## config.mk

```make
export PLATFORM = sky130hd
export DESIGN_NAME = alc_top
export DESIGN_NICKNAME = d
export VERILOG_FILES = /design/src/rtl/alc_pkg.sv /design/src/rtl/alc_interp_if.sv /design/src/rtl/alc_interp.sv /design/src/rtl/alc_top.sv
export SDC_FILE = /design/constraint.sdc
export NUM_CORES = 1
export LEC_CHECK = 0
export BUFFER_PORTS_ARGS = -buffer_cell sky130_fd_sc_hd__buf_2
export CAP_MARGIN = 15
export CORE_MARGIN = 3
export CORE_UTILIZATION = 57
export DETAILED_ROUTE_END_ITERATION = 6
export GPL_TIMING_DRIVEN = 0
export HOLD_SLACK_MARGIN = 0.06
export PLACE_DENSITY = 0.76
export SLEW_MARGIN = 25
export SYNTH_ARGS = -nofsm -noshare
export SYNTH_HDL_FRONTEND = slang
export SYNTH_SLANG_ARGS = --single-unit
```

## constraint.sdc

```tcl
create_clock -name core_clk -period 15.6 [get_ports core_clk]
set_input_delay 0 -clock core_clk [delete_from_list [all_inputs] [get_ports core_clk]]
set_output_delay 0 -clock core_clk [all_outputs]
set_load 0.02 [all_outputs]
```

## src/rtl/alc_pkg.sv

```systemverilog
// constants, widths and shared decode functions for adaptive current control
package alc_pkg;

   ////////////////////////////////////////////////////////////////////////////
   // widths
   localparam int LEVEL_W = 9;   // current level, 0..511 steps
   localparam int BASE_W  = 5;   // learn base level field
   localparam int LOSS_W  = 11;  // loss parameter and power samples
   localparam int CNT_W   = 12;  // load power count, one bit of headroom

   ////////////////////////////////////////////////////////////////////////////
   // learning level arithmetic
   localparam int BASE_MULT_SHIFT = 3;           // first level = base * 8
   localparam logic [1:0] INC_128 = 2'h0;
   localparam logic [1:0] INC_16  = 2'h1;
   localparam logic [1:0] INC_32  = 2'h2;
   localparam logic [1:0] INC_64  = 2'h3;
   localparam logic [2:0] SHIFT_128 = 3'h7;
   localparam logic [2:0] SHIFT_16  = 3'h4;
   localparam logic [2:0] SHIFT_32  = 3'h5;
   localparam logic [2:0] SHIFT_64  = 3'h6;
   localparam logic [5:0] DWELL_UNIT = 6'h08;    // half-cycles per code step

   ////////////////////////////////////////////////////////////////////////////
   // power filter and current reduction pacing
   localparam int FILT_SHIFT = 4;
   localparam int LOWER_PERIOD_CYCLES = 1000;    // one step down per period

   ////////////////////////////////////////////////////////////////////////////
   // quiet decay loop timing and dividers
   localparam int CLK_PERIOD_NS  = 50;
   localparam int ZC_DEFAULT_NS  = 2000;
   localparam int ZC_MAX_NS      = 5000;
   localparam int ZC_STEP_NS     = 1000;
   localparam int ZC_DEFAULT_CYC = ZC_DEFAULT_NS / CLK_PERIOD_NS;
   localparam int ZC_MAX_CYC     = ZC_MAX_NS / CLK_PERIOD_NS;
   localparam int ZC_STEP_CYC    = ZC_STEP_NS / CLK_PERIOD_NS;
   localparam logic [2:0] DIV_CODE_256 = 3'h3;   // code 011 is 1/256
   localparam logic [3:0] DIV_BASE_SHIFT = 4'h5; // code 0 is 1/32

   ////////////////////////////////////////////////////////////////////////////
   // increment field to step count
   function automatic logic [LEVEL_W-1:0] inc_steps(input logic [1:0] code);
      case (code)
         INC_16:  inc_steps = 9'h010;
         INC_32:  inc_steps = 9'h020;
         INC_64:  inc_steps = 9'h040;
         default: inc_steps = 9'h080;
      endcase
   endfunction : inc_steps

   // increment field to log2 of step count
   function automatic logic [2:0] inc_shift(input logic [1:0] code);
      case (code)
         INC_16:  inc_shift = SHIFT_16;
         INC_32:  inc_shift = SHIFT_32;
         INC_64:  inc_shift = SHIFT_64;
         default: inc_shift = SHIFT_128;
      endcase
   endfunction : inc_shift

   // gain divider code to right shift, 011 gives 8 (1/256)
   function automatic logic [3:0] div_shift(input logic [2:0] code);
      div_shift = DIV_BASE_SHIFT + {1'b0, code};
   endfunction : div_shift

endpackage : alc_pkg

```

## src/rtl/alc_interp_if.sv

```systemverilog
// interface between the controller and the loss interpolator
`timescale 1ns/1ps
interface alc_interp_if;
   logic [alc_pkg::LEVEL_W-1:0] level_low;
   logic [2:0]                  span_shift;
   logic [alc_pkg::LOSS_W-1:0]  loss_low;
   logic [alc_pkg::LOSS_W-1:0]  loss_high;
   logic [alc_pkg::LEVEL_W-1:0] level_now;
   logic [alc_pkg::LOSS_W-1:0]  loss_now;

   modport ctrl   (output level_low, span_shift, loss_low, loss_high,
                   level_now, input loss_now);
   modport interp (input level_low, span_shift, loss_low, loss_high,
                   level_now, output loss_now);
endinterface : alc_interp_if

```

## src/rtl/alc_interp.sv

```systemverilog
// linear interpolation of the loss parameter between two learned points
`timescale 1ns/1ps
module alc_interp
(
   // operands and result
   alc_interp_if.interp bus
);
   logic signed [12:0] slope;
   logic signed [10:0] offs;
   logic signed [24:0] prod;
   logic signed [24:0] scaled;
   logic signed [24:0] sum;

   // span is a power of two, so the divide is a shift
   always_comb
   begin
      slope  = $signed({2'b00, bus.loss_high}) - $signed({2'b00, bus.loss_low});
      offs   = $signed({2'b00, bus.level_now}) - $signed({2'b00, bus.level_low});
      prod   = 25'(slope * offs);
      scaled = prod >>> bus.span_shift;
      sum    = scaled + $signed({14'h0000, bus.loss_low});
      // extrapolation may leave the range, clamp rather than wrap
      if (sum < 0)
         bus.loss_now = '0;
      else if (sum > 25'sh7ff)
         bus.loss_now = '1;
      else
         bus.loss_now = sum[alc_pkg::LOSS_W-1:0];
   end
endmodule : alc_interp

```

## src/rtl/alc_top.sv

```systemverilog
// load adaptive coil current control with no-load loss learning
`timescale 1ns/1ps
module alc_top
#(
   parameter int LOWER_PERIOD = alc_pkg::LOWER_PERIOD_CYCLES
)
(
   // clock and reset
   input  wire logic                        core_clk,
   input  wire logic                        rst,
   // configuration
   input  wire logic                        adaptive_current_enable,
   input  wire logic                        learning_launch_wr,
   input  wire logic [alc_pkg::BASE_W-1:0]  learn_base_level,
   input  wire logic [1:0]                  learn_level_increment,
   input  wire logic [1:0]                  learn_dwell_select,
   input  wire logic [alc_pkg::LEVEL_W-1:0] full_scale_level,
   input  wire logic [alc_pkg::CNT_W-1:0]   load_high_thresh,
   input  wire logic [alc_pkg::CNT_W-1:0]   load_low_thresh,
   // quiet decay loop settings
   input  wire logic [1:0]                  zero_cross_sample_time,
   input  wire logic [2:0]                  prop_gain_divider,
   input  wire logic [2:0]                  integ_gain_divider,
   // supply power monitor and indexer
   input  wire logic [alc_pkg::LOSS_W-1:0]  supply_power,
   input  wire logic                        supply_power_valid,
   input  wire logic                        half_cycle_tick,
   // status
   output logic                             learning_launch,
   output logic                             learning_complete,
   output logic [alc_pkg::LOSS_W-1:0]       learned_loss_low,
   output logic [alc_pkg::LOSS_W-1:0]       learned_loss_high,
   output logic [alc_pkg::LOSS_W-1:0]       constant_loss_param,
   output logic [alc_pkg::CNT_W-1:0]        load_power_count,
   // current command and loop timing
   output logic [alc_pkg::LEVEL_W-1:0]      coil_current_level,
   output logic [6:0]                       zc_sample_cycles,
   output logic [3:0]                       prop_div_shift,
   output logic [3:0]                       integ_div_shift
);

   typedef enum logic [1:0] {ST_IDLE, ST_LOW, ST_HIGH} alc_state_e;

   ////////////////////////////////////////////////////////////////////////////
   // learning level derivation
   logic [alc_pkg::LEVEL_W-1:0] level1;
   logic [alc_pkg::LEVEL_W-1:0] level2;
   logic [5:0]                  dwell_target;

   // both levels are fixed by the fields, so decode them combinationally
   always_comb
   begin
      level1 = {{(alc_pkg::LEVEL_W-alc_pkg::BASE_W-3){1'b0}},
                learn_base_level, 3'b000};
      level2 = level1 + alc_pkg::inc_steps(learn_level_increment);
      dwell_target = 6'({4'h0, learn_dwell_select} + 6'h01)
                     * alc_pkg::DWELL_UNIT;
   end

   ////////////////////////////////////////////////////////////////////////////
   // supply power filter
   logic [alc_pkg::LOSS_W-1:0] filt_r;
   logic [alc_pkg::LOSS_W-1:0] filt_nxt;
   logic signed [11:0]         filt_diff;

   // first order low pass, smooths ripple over the electrical cycle
   always_comb
   begin
      filt_diff = $signed({1'b0, supply_power}) - $signed({1'b0, filt_r});
      filt_nxt  = filt_r;
      if (supply_power_valid)
         filt_nxt = 11'(filt_r + 11'(filt_diff >>> alc_pkg::FILT_SHIFT));
   end

   always_ff @(posedge core_clk or posedge rst)
   begin
      if (rst)
         filt_r <= '0;
      else
         filt_r <= filt_nxt;
   end

   ////////////////////////////////////////////////////////////////////////////
   // learning sequencer
   alc_state_e                 state_r;
   alc_state_e                 state_nxt;
   logic [5:0]                 dwell_r;
   logic [5:0]                 dwell_nxt;
   logic                       launch_r;
   logic                       launch_nxt;
   logic                       done_r;
   logic                       done_nxt;
   logic [alc_pkg::LOSS_W-1:0] low_r;
   logic [alc_pkg::LOSS_W-1:0] low_nxt;
   logic [alc_pkg::LOSS_W-1:0] high_r;
   logic [alc_pkg::LOSS_W-1:0] high_nxt;
   logic                       dwell_end;

   // the filter value at the end of each dwell is the unloaded loss
   always_comb
   begin
      state_nxt  = state_r;
      dwell_nxt  = dwell_r;
      launch_nxt = launch_r;
      done_nxt   = done_r;
      low_nxt    = low_r;
      high_nxt   = high_r;
      dwell_end  = half_cycle_tick && (dwell_r + 6'h01 >= dwell_target);
      case (state_r)
         ST_IDLE:
         begin
            // launch only honoured while adaptation is enabled
            if (learning_launch_wr && adaptive_current_enable)
            begin
               state_nxt  = ST_LOW;
               dwell_nxt  = '0;
               launch_nxt = 1'b1;
               done_nxt   = 1'b0;
            end
         end
         ST_LOW:
         begin
            if (half_cycle_tick)
               dwell_nxt = dwell_r + 6'h01;
            if (dwell_end)
            begin
               low_nxt   = filt_r;
               dwell_nxt = '0;
               state_nxt = ST_HIGH;
            end
         end
         ST_HIGH:
         begin
            if (half_cycle_tick)
               dwell_nxt = dwell_r + 6'h01;
            if (dwell_end)
            begin
               high_nxt   = filt_r;
               dwell_nxt  = '0;
               launch_nxt = 1'b0;
               done_nxt   = 1'b1;
               state_nxt  = ST_IDLE;
            end
         end
         default:
         begin
            state_nxt  = ST_IDLE;
            launch_nxt = 1'b0;
         end
      endcase
      // disabling mid-run abandons the run, stored results stay as they were
      if (!adaptive_current_enable && state_r != ST_IDLE)
      begin
         state_nxt  = ST_IDLE;
         launch_nxt = 1'b0;
         low_nxt    = low_r;
         high_nxt   = high_r;
         done_nxt   = done_r;
      end
   end

   always_ff @(posedge core_clk or posedge rst)
   begin
      if (rst)
      begin
         state_r  <= ST_IDLE;
         dwell_r  <= '0;
         launch_r <= 1'b0;
         done_r   <= 1'b0;
         low_r    <= '0;
         high_r   <= '0;
      end
      else
      begin
         state_r  <= state_nxt;
         dwell_r  <= dwell_nxt;
         launch_r <= launch_nxt;
         done_r   <= done_nxt;
         low_r    <= low_nxt;
         high_r   <= high_nxt;
      end
   end

   ////////////////////////////////////////////////////////////////////////////
   // loss interpolation at the present current
   alc_interp_if ip ();
   logic [alc_pkg::LEVEL_W-1:0] cur_r;
   logic [alc_pkg::LEVEL_W-1:0] cur_nxt;

   assign ip.level_low  = level1;
   assign ip.span_shift = alc_pkg::inc_shift(learn_level_increment);
   assign ip.loss_low   = low_r;
   assign ip.loss_high  = high_r;
   assign ip.level_now  = cur_r;

   alc_interp u_interp
   (
      .bus (ip.interp)
   );

   ////////////////////////////////////////////////////////////////////////////
   // load estimate and current adaptation
   logic [alc_pkg::LOSS_W-1:0] loss_r;
   logic [alc_pkg::LOSS_W-1:0] loss_nxt;
   logic [alc_pkg::CNT_W-1:0]  load_r;
   logic [alc_pkg::CNT_W-1:0]  load_nxt;
   logic [15:0]                pace_r;
   logic [15:0]                pace_nxt;
   logic                       adapting;

   // loss is taken at the present current only, load never feeds it
   always_comb
   begin
      adapting = adaptive_current_enable && state_r == ST_IDLE;
      loss_nxt = ip.loss_now;
      // load part is what the supply gives beyond the constant loss
      if (filt_r > ip.loss_now)
         load_nxt = {1'b0, filt_r - ip.loss_now};
      else
         load_nxt = '0;
      cur_nxt  = cur_r;
      pace_nxt = pace_r;
      if (state_r == ST_LOW)
         cur_nxt = level1;
      else if (state_r == ST_HIGH)
         cur_nxt = level2;
      else if (!adapting)
      begin
         cur_nxt  = full_scale_level;
         pace_nxt = '0;
      end
      else if (load_r >= load_high_thresh)
      begin
         // step loss costs more than heat, so restore full current at once
         cur_nxt  = full_scale_level;
         pace_nxt = '0;
      end
      else if (load_r < load_low_thresh && cur_r > level1)
      begin
         // slow descent keeps the loss estimate settled between steps
         if (pace_r >= 16'(LOWER_PERIOD - 1))
         begin
            cur_nxt  = cur_r - 9'h001;
            pace_nxt = '0;
         end
         else
            pace_nxt = pace_r + 16'h0001;
      end
      else
         pace_nxt = '0;
      if (state_r == ST_IDLE && cur_nxt > full_scale_level)
         cur_nxt = full_scale_level;
   end

   always_ff @(posedge core_clk or posedge rst)
   begin
      if (rst)
      begin
         cur_r  <= '0;
         pace_r <= '0;
         loss_r <= '0;
         load_r <= '0;
      end
      else
      begin
         cur_r  <= cur_nxt;
         pace_r <= pace_nxt;
         loss_r <= loss_nxt;
         load_r <= load_nxt;
      end
   end

   ////////////////////////////////////////////////////////////////////////////
   // quiet decay loop timing and divider decode
   logic [6:0] zc_r;
   logic [6:0] zc_nxt;
   logic [3:0] pdiv_r;
   logic [3:0] pdiv_nxt;
   logic [3:0] idiv_r;
   logic [3:0] idiv_nxt;

   // code 0 is the 2 us default, each code adds 1 us, clamped at 5 us
   always_comb
   begin
      zc_nxt = 7'(alc_pkg::ZC_DEFAULT_CYC
                  + int'(zero_cross_sample_time) * alc_pkg::ZC_STEP_CYC);
      if (zc_nxt > 7'(alc_pkg::ZC_MAX_CYC))
         zc_nxt = 7'(alc_pkg::ZC_MAX_CYC);
      pdiv_nxt = alc_pkg::div_shift(prop_gain_divider);
      idiv_nxt = alc_pkg::div_shift(integ_gain_divider);
   end

   always_ff @(posedge core_clk or posedge rst)
   begin
      if (rst)
      begin
         zc_r   <= 7'(alc_pkg::ZC_DEFAULT_CYC);
         pdiv_r <= alc_pkg::div_shift(alc_pkg::DIV_CODE_256);
         idiv_r <= alc_pkg::div_shift(alc_pkg::DIV_CODE_256);
      end
      else
      begin
         zc_r   <= zc_nxt;
         pdiv_r <= pdiv_nxt;
         idiv_r <= idiv_nxt;
      end
   end

   ////////////////////////////////////////////////////////////////////////////
   // outputs, all straight from flip-flops
   assign learning_launch     = launch_r;
   assign learning_complete   = done_r;
   assign learned_loss_low    = low_r;
   assign learned_loss_high   = high_r;
   assign constant_loss_param = loss_r;
   assign load_power_count    = load_r;
   assign coil_current_level  = cur_r;
   assign zc_sample_cycles    = zc_r;
   assign prop_div_shift      = pdiv_r;
   assign integ_div_shift     = idiv_r;

endmodule : alc_top

```

# Word-level counts from Yosys, hierarchy flattened
# Cells that the tools add are included.
# totals
regBits,106
input_bits,67
output_inout_bits,71
# classes
n_shift,1
n_mux,33
n_reduce_logical,19
n_eq_ne,12
n_lt_le_gt_ge,10
n_mul,2
add_sub_neg,14
bitwise_logic,3
# ops
operator,n
$mux 16,4
$mux 9,7
$mux 11,3
$add 25x12->25,1
$gt 25x12->1 const B,1
$lt 25x1->1 const B,1
$sshr 25x3->25,1
$pmux 8 s3,1
$sub 11x11->12,2
$mul 12x10->22,1
$mux 6,3
$add 16x1->16 const B,1
$ge 16x10->1 const B,1
$reduce_and 3->1,5
$ge 12x12->1,1
$lt 12x12->1,1
$pmux 2 s3,2
$pmux 6 s2,1
$add 11x11->11,1
$gt 11x11->1,1
$sub 11x11->11,1
$sub 9x8->10,1
$add 8x9->9,1
$gt 9x8->1,1
other kinds (27),51

# Logic depth before layout (Yosys ltp)
# depth
ltp_word,10
ltp_mapped,55
depth_no_buf,54

# Cells and area by module
# From an unflattened synthesis, not the netlist that was laid out.
# hier_totals
cells_unflattened,1673
hier_area_um2,14159.8
# modules_own_cells
module,area_per_inst_um2,cells_per_inst,instances,seq_area_each_um2
alc_interp,7322.0,928,1,0.0
alc_top,6837.8,745,1,2582.5

# Least setup slack after synthesis
# Ideal clock, no wire load.
# synth_path
kind,register to register
start,reg low_r (netlist bit learned_loss_low[0])
end,reg load_r (netlist bit load_power_count[10])
required_ns,15.522
path_stages_with_launch,52
period_less_slack_ns,10.695
slack_ns,4.905
t_arrival_ns,10.617
cell_sequence,dfrtp_1 > ha_1 > inv_2 > fa_1 > a21o_1 > a21oi_1 > o21bai_1 > a21oi_1 > o21bai_1 > a21oi_1 > o21bai_1 > a21oi_1 > xnor2_1 > nand2_1 > fa_1 > inv_1 > fa_1 > fa_1 > (+16 left out) > a21oi_2 > and2b_1 > o211ai_2 > buf_6 > o21a_1 > ha_1 > inv_1 > fa_1 > a21o_1 > a21oi_1 > o21ai_1 > a21oi_1 > nor2b_1 > o21ai_0 > nand2b_1 > a2111oi_0 > a31oi_1 > a21oi_1
# synth_between
elab_chain_cells,9
word_cells_on_any_way,11
cone_classes,add/sub: 3; mul: 1; order compare: 3; shift: 1; mux: 3
# synth_lines
element,line_no,rtl
start: declaration,alc_top.sv:93,logic [alc_pkg::LOSS_W-1:0] low_r;
start signal: assignment,alc_top.sv:179,low_r <= low_nxt;
$sub 11x11->12,alc_interp.sv:17,"slope = $signed({2'b00, bus.loss_high}) - $signed({2'b00, bus.loss_low});"
$mul 12x10->22,alc_interp.sv:19,prod = 25'(slope * offs);
$sshr 25x3->25,alc_interp.sv:20,scaled = prod >>> bus.span_shift;
$add 25x12->25 (*),alc_interp.sv:21,"sum = scaled + $signed({14'h0000, bus.loss_low});"
$gt 25x12->1,alc_interp.sv:25,else if (sum > 25'sh7ff)
$mux 11,alc_interp.sv:25,
$mux 11 (*),alc_interp.sv:23,if (sum < 0)
"via ip.loss_now, one bit",alc_interp_if.sv:9,logic [alc_pkg::LOSS_W-1:0] loss_now;
$sub 11x11->11 or $gt 11x11->1 (tied branches),"alc_top.sv:218, alc_top.sv:217",
$mux 11 (*),alc_top.sv:217,if (filt_r > ip.loss_now)
"via load_nxt, one bit",alc_top.sv:206,logic [alc_pkg::CNT_W-1:0] load_nxt;
end signal: assignment,alc_top.sv:269,load_r <= load_nxt;
end: declaration,alc_top.sv:205,logic [alc_pkg::CNT_W-1:0] load_r;
# The timed path passes the listed nets; every way through them passes the cells marked *.
# A chain may end at the register's enable or synchronous reset.

# Worst setup path after layout
# layout_path
start,reg low_r (netlist bit learned_loss_low[0])
end,reg load_r (netlist bit load_power_count[9])
# layout_between
elab_chain_cells,9
word_cells_on_any_way,11
cone_classes,add/sub: 3; mul: 1; order compare: 3; shift: 1; mux: 3
# layout_lines
element,line_no
$sub 11x11->12,alc_interp.sv:17
$mul 12x10->22,alc_interp.sv:19
$sshr 25x3->25,alc_interp.sv:20
$add 25x12->25 (*),alc_interp.sv:21
$gt 25x12->1,alc_interp.sv:25
$mux 11,alc_interp.sv:25
$mux 11 (*),alc_interp.sv:23
$sub 11x11->11 or $gt 11x11->1 (tied branches),"alc_top.sv:218, alc_top.sv:217"
$mux 11 (*),alc_top.sv:217
"via load_nxt, one bit",alc_top.sv:206
# Marked as above.

==> results <==
- The starting DRC count in detailed routing is 708.
- The maximum achievable frequency is around 80 MHz.
- The path class of the tightest hold or removal check is in2reg.
- STA classifies the critical path endpoint as a flop.
- The remaining antenna violation count is 0.
- The wire length of the first global-routing pass is 54.8 mm.
- The number of pins exceeding their max-slew limit in the final report is 0.
- The most critical setup path has its endpoint at load_power_count[9].
- For the finished layout, the period the worst path requires is 12.39 ns.
- The number of cells upsized or downsized after cts is 0.
- Setup repair after global routing left no endpoint under its margin.
- On the final layout, the worst hold slack is 0.0730 ns.
- After floorplanning, the core was sized to cover 22,000 um^2.
- For this design, the sink count on the clock tree is 103.
- The worst-case clock buffer depth is 2.
- Buffers placed on the I/O ports in this run total 133.
- After detailed routing, the wire length on met1 is between 10 and 15 mm.
- The maximum number of pins on one net before global-route repair is 66.
- The via-per-instance ratio is around 5.6.
- At the pin with the least slew margin, the transition time is 1.07 ns.
- In this run the register-to-register setup slack is ~3.2 ns.
- The biggest fanout along the worst timing path is 10.
- Before antenna repair, the detailed router went through 5 iterations.
- The latest clock arrival within the worst-skew pair is 0.36 ns.
- The initial antenna violation count is 0.
- In this run the tightest slew margin relative to its limit is around 28%.
- The startpoint identified for the worst register-to-register timing path is learned_loss_low[0].
- For the worst flop-to-flop path, the logic depth is 52.
- The cell count after synthesis is about 1,500.
- The area share of the largest cell type after synthesis is 19.2%.
- The effective utilization at floorplan is 58.6%.
- Yosys mapped the design onto 77 distinct sky130hd cell types.
- The chip width is roughly 160 um.
- The floorplan step defined a die boundary enclosing between 20,000 and 25,000 um^2.
- The via count of the first global-routing pass is 11,209.
- Max-cap violations in this run came to 0.
- By area the synthesized netlist is led by sky130_fd_sc_hd__dfrtp_1, sky130_fd_sc_hd__fa_1, sky130_fd_sc_hd__ha_1.
- After layout, the worst path uses 79.4% of the clock period.
- In the global route stage, overall resource usage came out at 27.7%.
- The number of buffers inserted during clock tree synthesis is 9.
- The kind of critical path is reg2reg.
- Between clock sinks in the finished design, the worst skew comes to 0.0146 ns.
- The synthesized design contains between 100 and 150 register bits.
- The detailed-placement wirelength estimate is 26.9 mm.
- The tree is rooted in a sky130_fd_sc_hd__clkbuf_16.
- In this run the worst setup path begins at learned_loss_low[0].
- The synthesized netlist occupies a cell area of about 13,000 um^2.
- The weighted congestion at the end of routability-driven global placement is 0.937.
- The total overflow left after global routing is 0.
- The number of hold violations in the final report is 0.
- The endpoint of the most critical register-to-register path is load_power_count[9].
- The routed length per instance is ~17 um.
- The most instantiated flip-flop cell in the synthesis netlist is sky130_fd_sc_hd__dfrtp_1.
- The fraction of layout cells with a size suffix above 1 is between 10% and 20%.
- STA puts the critical path data arrival time at about 13 ns.
- In the detailed route, the total length drawn on met2 is approximately 16 mm.
- The cell taking the most area after synthesis is sky130_fd_sc_hd__dfrtp_1.
- The highest metal layer with signal wires is met4.
- The slowest stage of the critical path is the sky130_fd_sc_hd__fa_1 cell.
- After floorplanning, the core was divided into 54 placement rows.
- The number of vias in the routed layout is 11,019.
- The average footprint of a synthesized cell is 8.59 um^2.
- The final-layout fill cell count is about 1,800.
- After the last flow step, the layout net total stands at 2,018.
- The area growth from synthesis to layout is 12.8%.
- Detailed routing placed a total of 2.10 mm of wire on met3.
- For this design the top-level I/O count stands at 138.
- The sort of element at the start of the critical path is a flop.
- The data required time of the critical path is 15.81 ns.
- The H-tree level count is 3.
- The synthesized design contains 0 enable-type register cells.
- Counting flops with an async set or reset pin after synthesis yields a share of 100%.
- The CTS tree is done.
- The number of warning messages in the yosys log is 0.
- The total detailed-routing wirelength is 32.9 mm.
- After synthesis, flip-flops and latches occupy 20.0% of the total area.
- For this run, design rule violations remaining after detail routing come to 0.
- The final number of setup-violating endpoints is 0.
- The setup total negative slack is 0 ns.
- The maximum single-stage delay on the critical path is 0.56 ns.
- The overall die height is ~160 um.
- The flow ran to the end, and the final reports show no timing, DRC or antenna violations.
- The clock-pin slew of the registers on the worst-case setup and hold paths is 0.08 ns.
[what timing repair did]
action,4_1_cts,5_1_grt
buffers inserted,0,0
hold buffers,25,0
hold endpoints to repair,79,0
[per-stage QoR]
step	setup slack (ns)	util (%)	std cells	area, um^2
after floorplan	4.90	-	1505	12900
after global placement	3.70	63.3	1918	13900
after detailed placement	3.45	63.4	1919	14000
after CTS	3.31	66.1	1960	14600
after global routing	2.35	66.1	1960	14600
final	3.21	66.1	1961	14600
[critical path, delay by kind of cell (launching register included)]
family	cells	cell delay [ns]
simple gates	8	1.35
buf+inv	7	0.79
mux	1	0.15
xor+xnor	1	0.38
fa+ha+maj	10	4.21
flops	1	0.49
compound gates	25	4.85
[flip-flops by register name (all words and copies together), names as in the netlist, 5 cells and up]
| register | count |
|---|---|
| constant_loss_param | 11 |
| coil_current_level | 9 |
| dwell_r | 6 |
| learned_loss_high | 11 |
| filt_r | 11 |
| load_power_count | 11 |
| learned_loss_low | 11 |
| pace_r | 16 |
| zc_sample_cycles | 5 |
[cells by family after synthesis]
group           synth area share (%)
flops                           20.0
xor+xnor                        5.22
mux                             1.70
simple gates                    14.9
fa+ha+maj                       33.4
buf+inv                         9.07
other cells                   0.0290
compound gates                  15.7
[cell usage after synthesis (all sizes together), types with 3 or more instances]
cell and count:
a2111oi 6, a211o 4, a211oi 10, a21boi 3, a21o 29, a21oi 73
a221oi 3, a31o 4, a31oi 8, and2 33, and3 9, and4b 3
buf 11, clkbuf 36, clkinv 3, dfrtp 99, dfstp 4, fa 114
ha 162, inv 254, mux2 7, mux2i 14, nand2 140, nand2b 28
nand3 21, nand4 6, nor2 91, nor2b 24, nor3 18, nor4 5
nor4b 3, o211ai 10, o21a 23, o21ai 102, o21bai 12, o22ai 5
o31ai 4, or2 9, or3 4, xnor2 58, xor2 19
[layout make-up]
class | count | area [um^2] | area share, %
Antenna cell | 1 | 2.50 | 0.0172
Buffer | 47 | 206 | 1.42
Clock buffer | 10 | 229 | 1.57
Clock inverter | 6 | 101 | 0.696
Inverter | 257 | 970 | 6.66
Multi-Input combinational cell | 1098 | 9180 | 63.0
Sequential cell | 103 | 2580 | 17.7
Tap cell | 280 | 350 | 2.41
Timing Repair Buffer | 159 | 943 | 6.48
[cells in the final DEF (no fill, tap or decap), types with 38 or more instances in the layout]
cell,count
sky130_fd_sc_hd__dfrtp_1,99
sky130_fd_sc_hd__inv_1,251
sky130_fd_sc_hd__o21ai_0,64
sky130_fd_sc_hd__xnor2_1,57
sky130_fd_sc_hd__nor2_1,91
sky130_fd_sc_hd__ha_1,162
sky130_fd_sc_hd__a21oi_1,72
sky130_fd_sc_hd__buf_2,136
sky130_fd_sc_hd__o21ai_1,38
sky130_fd_sc_hd__fa_1,114
sky130_fd_sc_hd__nand2_1,140
[layer usage]
metal	GRT usage, %	vias to the layer above
met5	0	-
met4	11.4	0
met3	4.42	76
met2	45.5	379
met1	36.8	5267
li1	-	5297
[how the worst min path moves through the flow]
stage / from / end / cells after the start
after detailed placement: rst / integ_div_shift[1] / 2
after global routing: learn_base_level[0] / coil_current_level[3] / 3
final: learn_base_level[0] / coil_current_level[3] / 3
after CTS: learn_base_level[0] / coil_current_level[3] / 3
after global placement: zero_cross_sample_time[1] / zc_sample_cycles[3] / 2
after floorplan: zero_cross_sample_time[1] / zc_sample_cycles[3] / 1
Power is left out: the tool's default activity adds up to more than one toggle a clock period on the data nets, which glitch-free logic cannot reach.
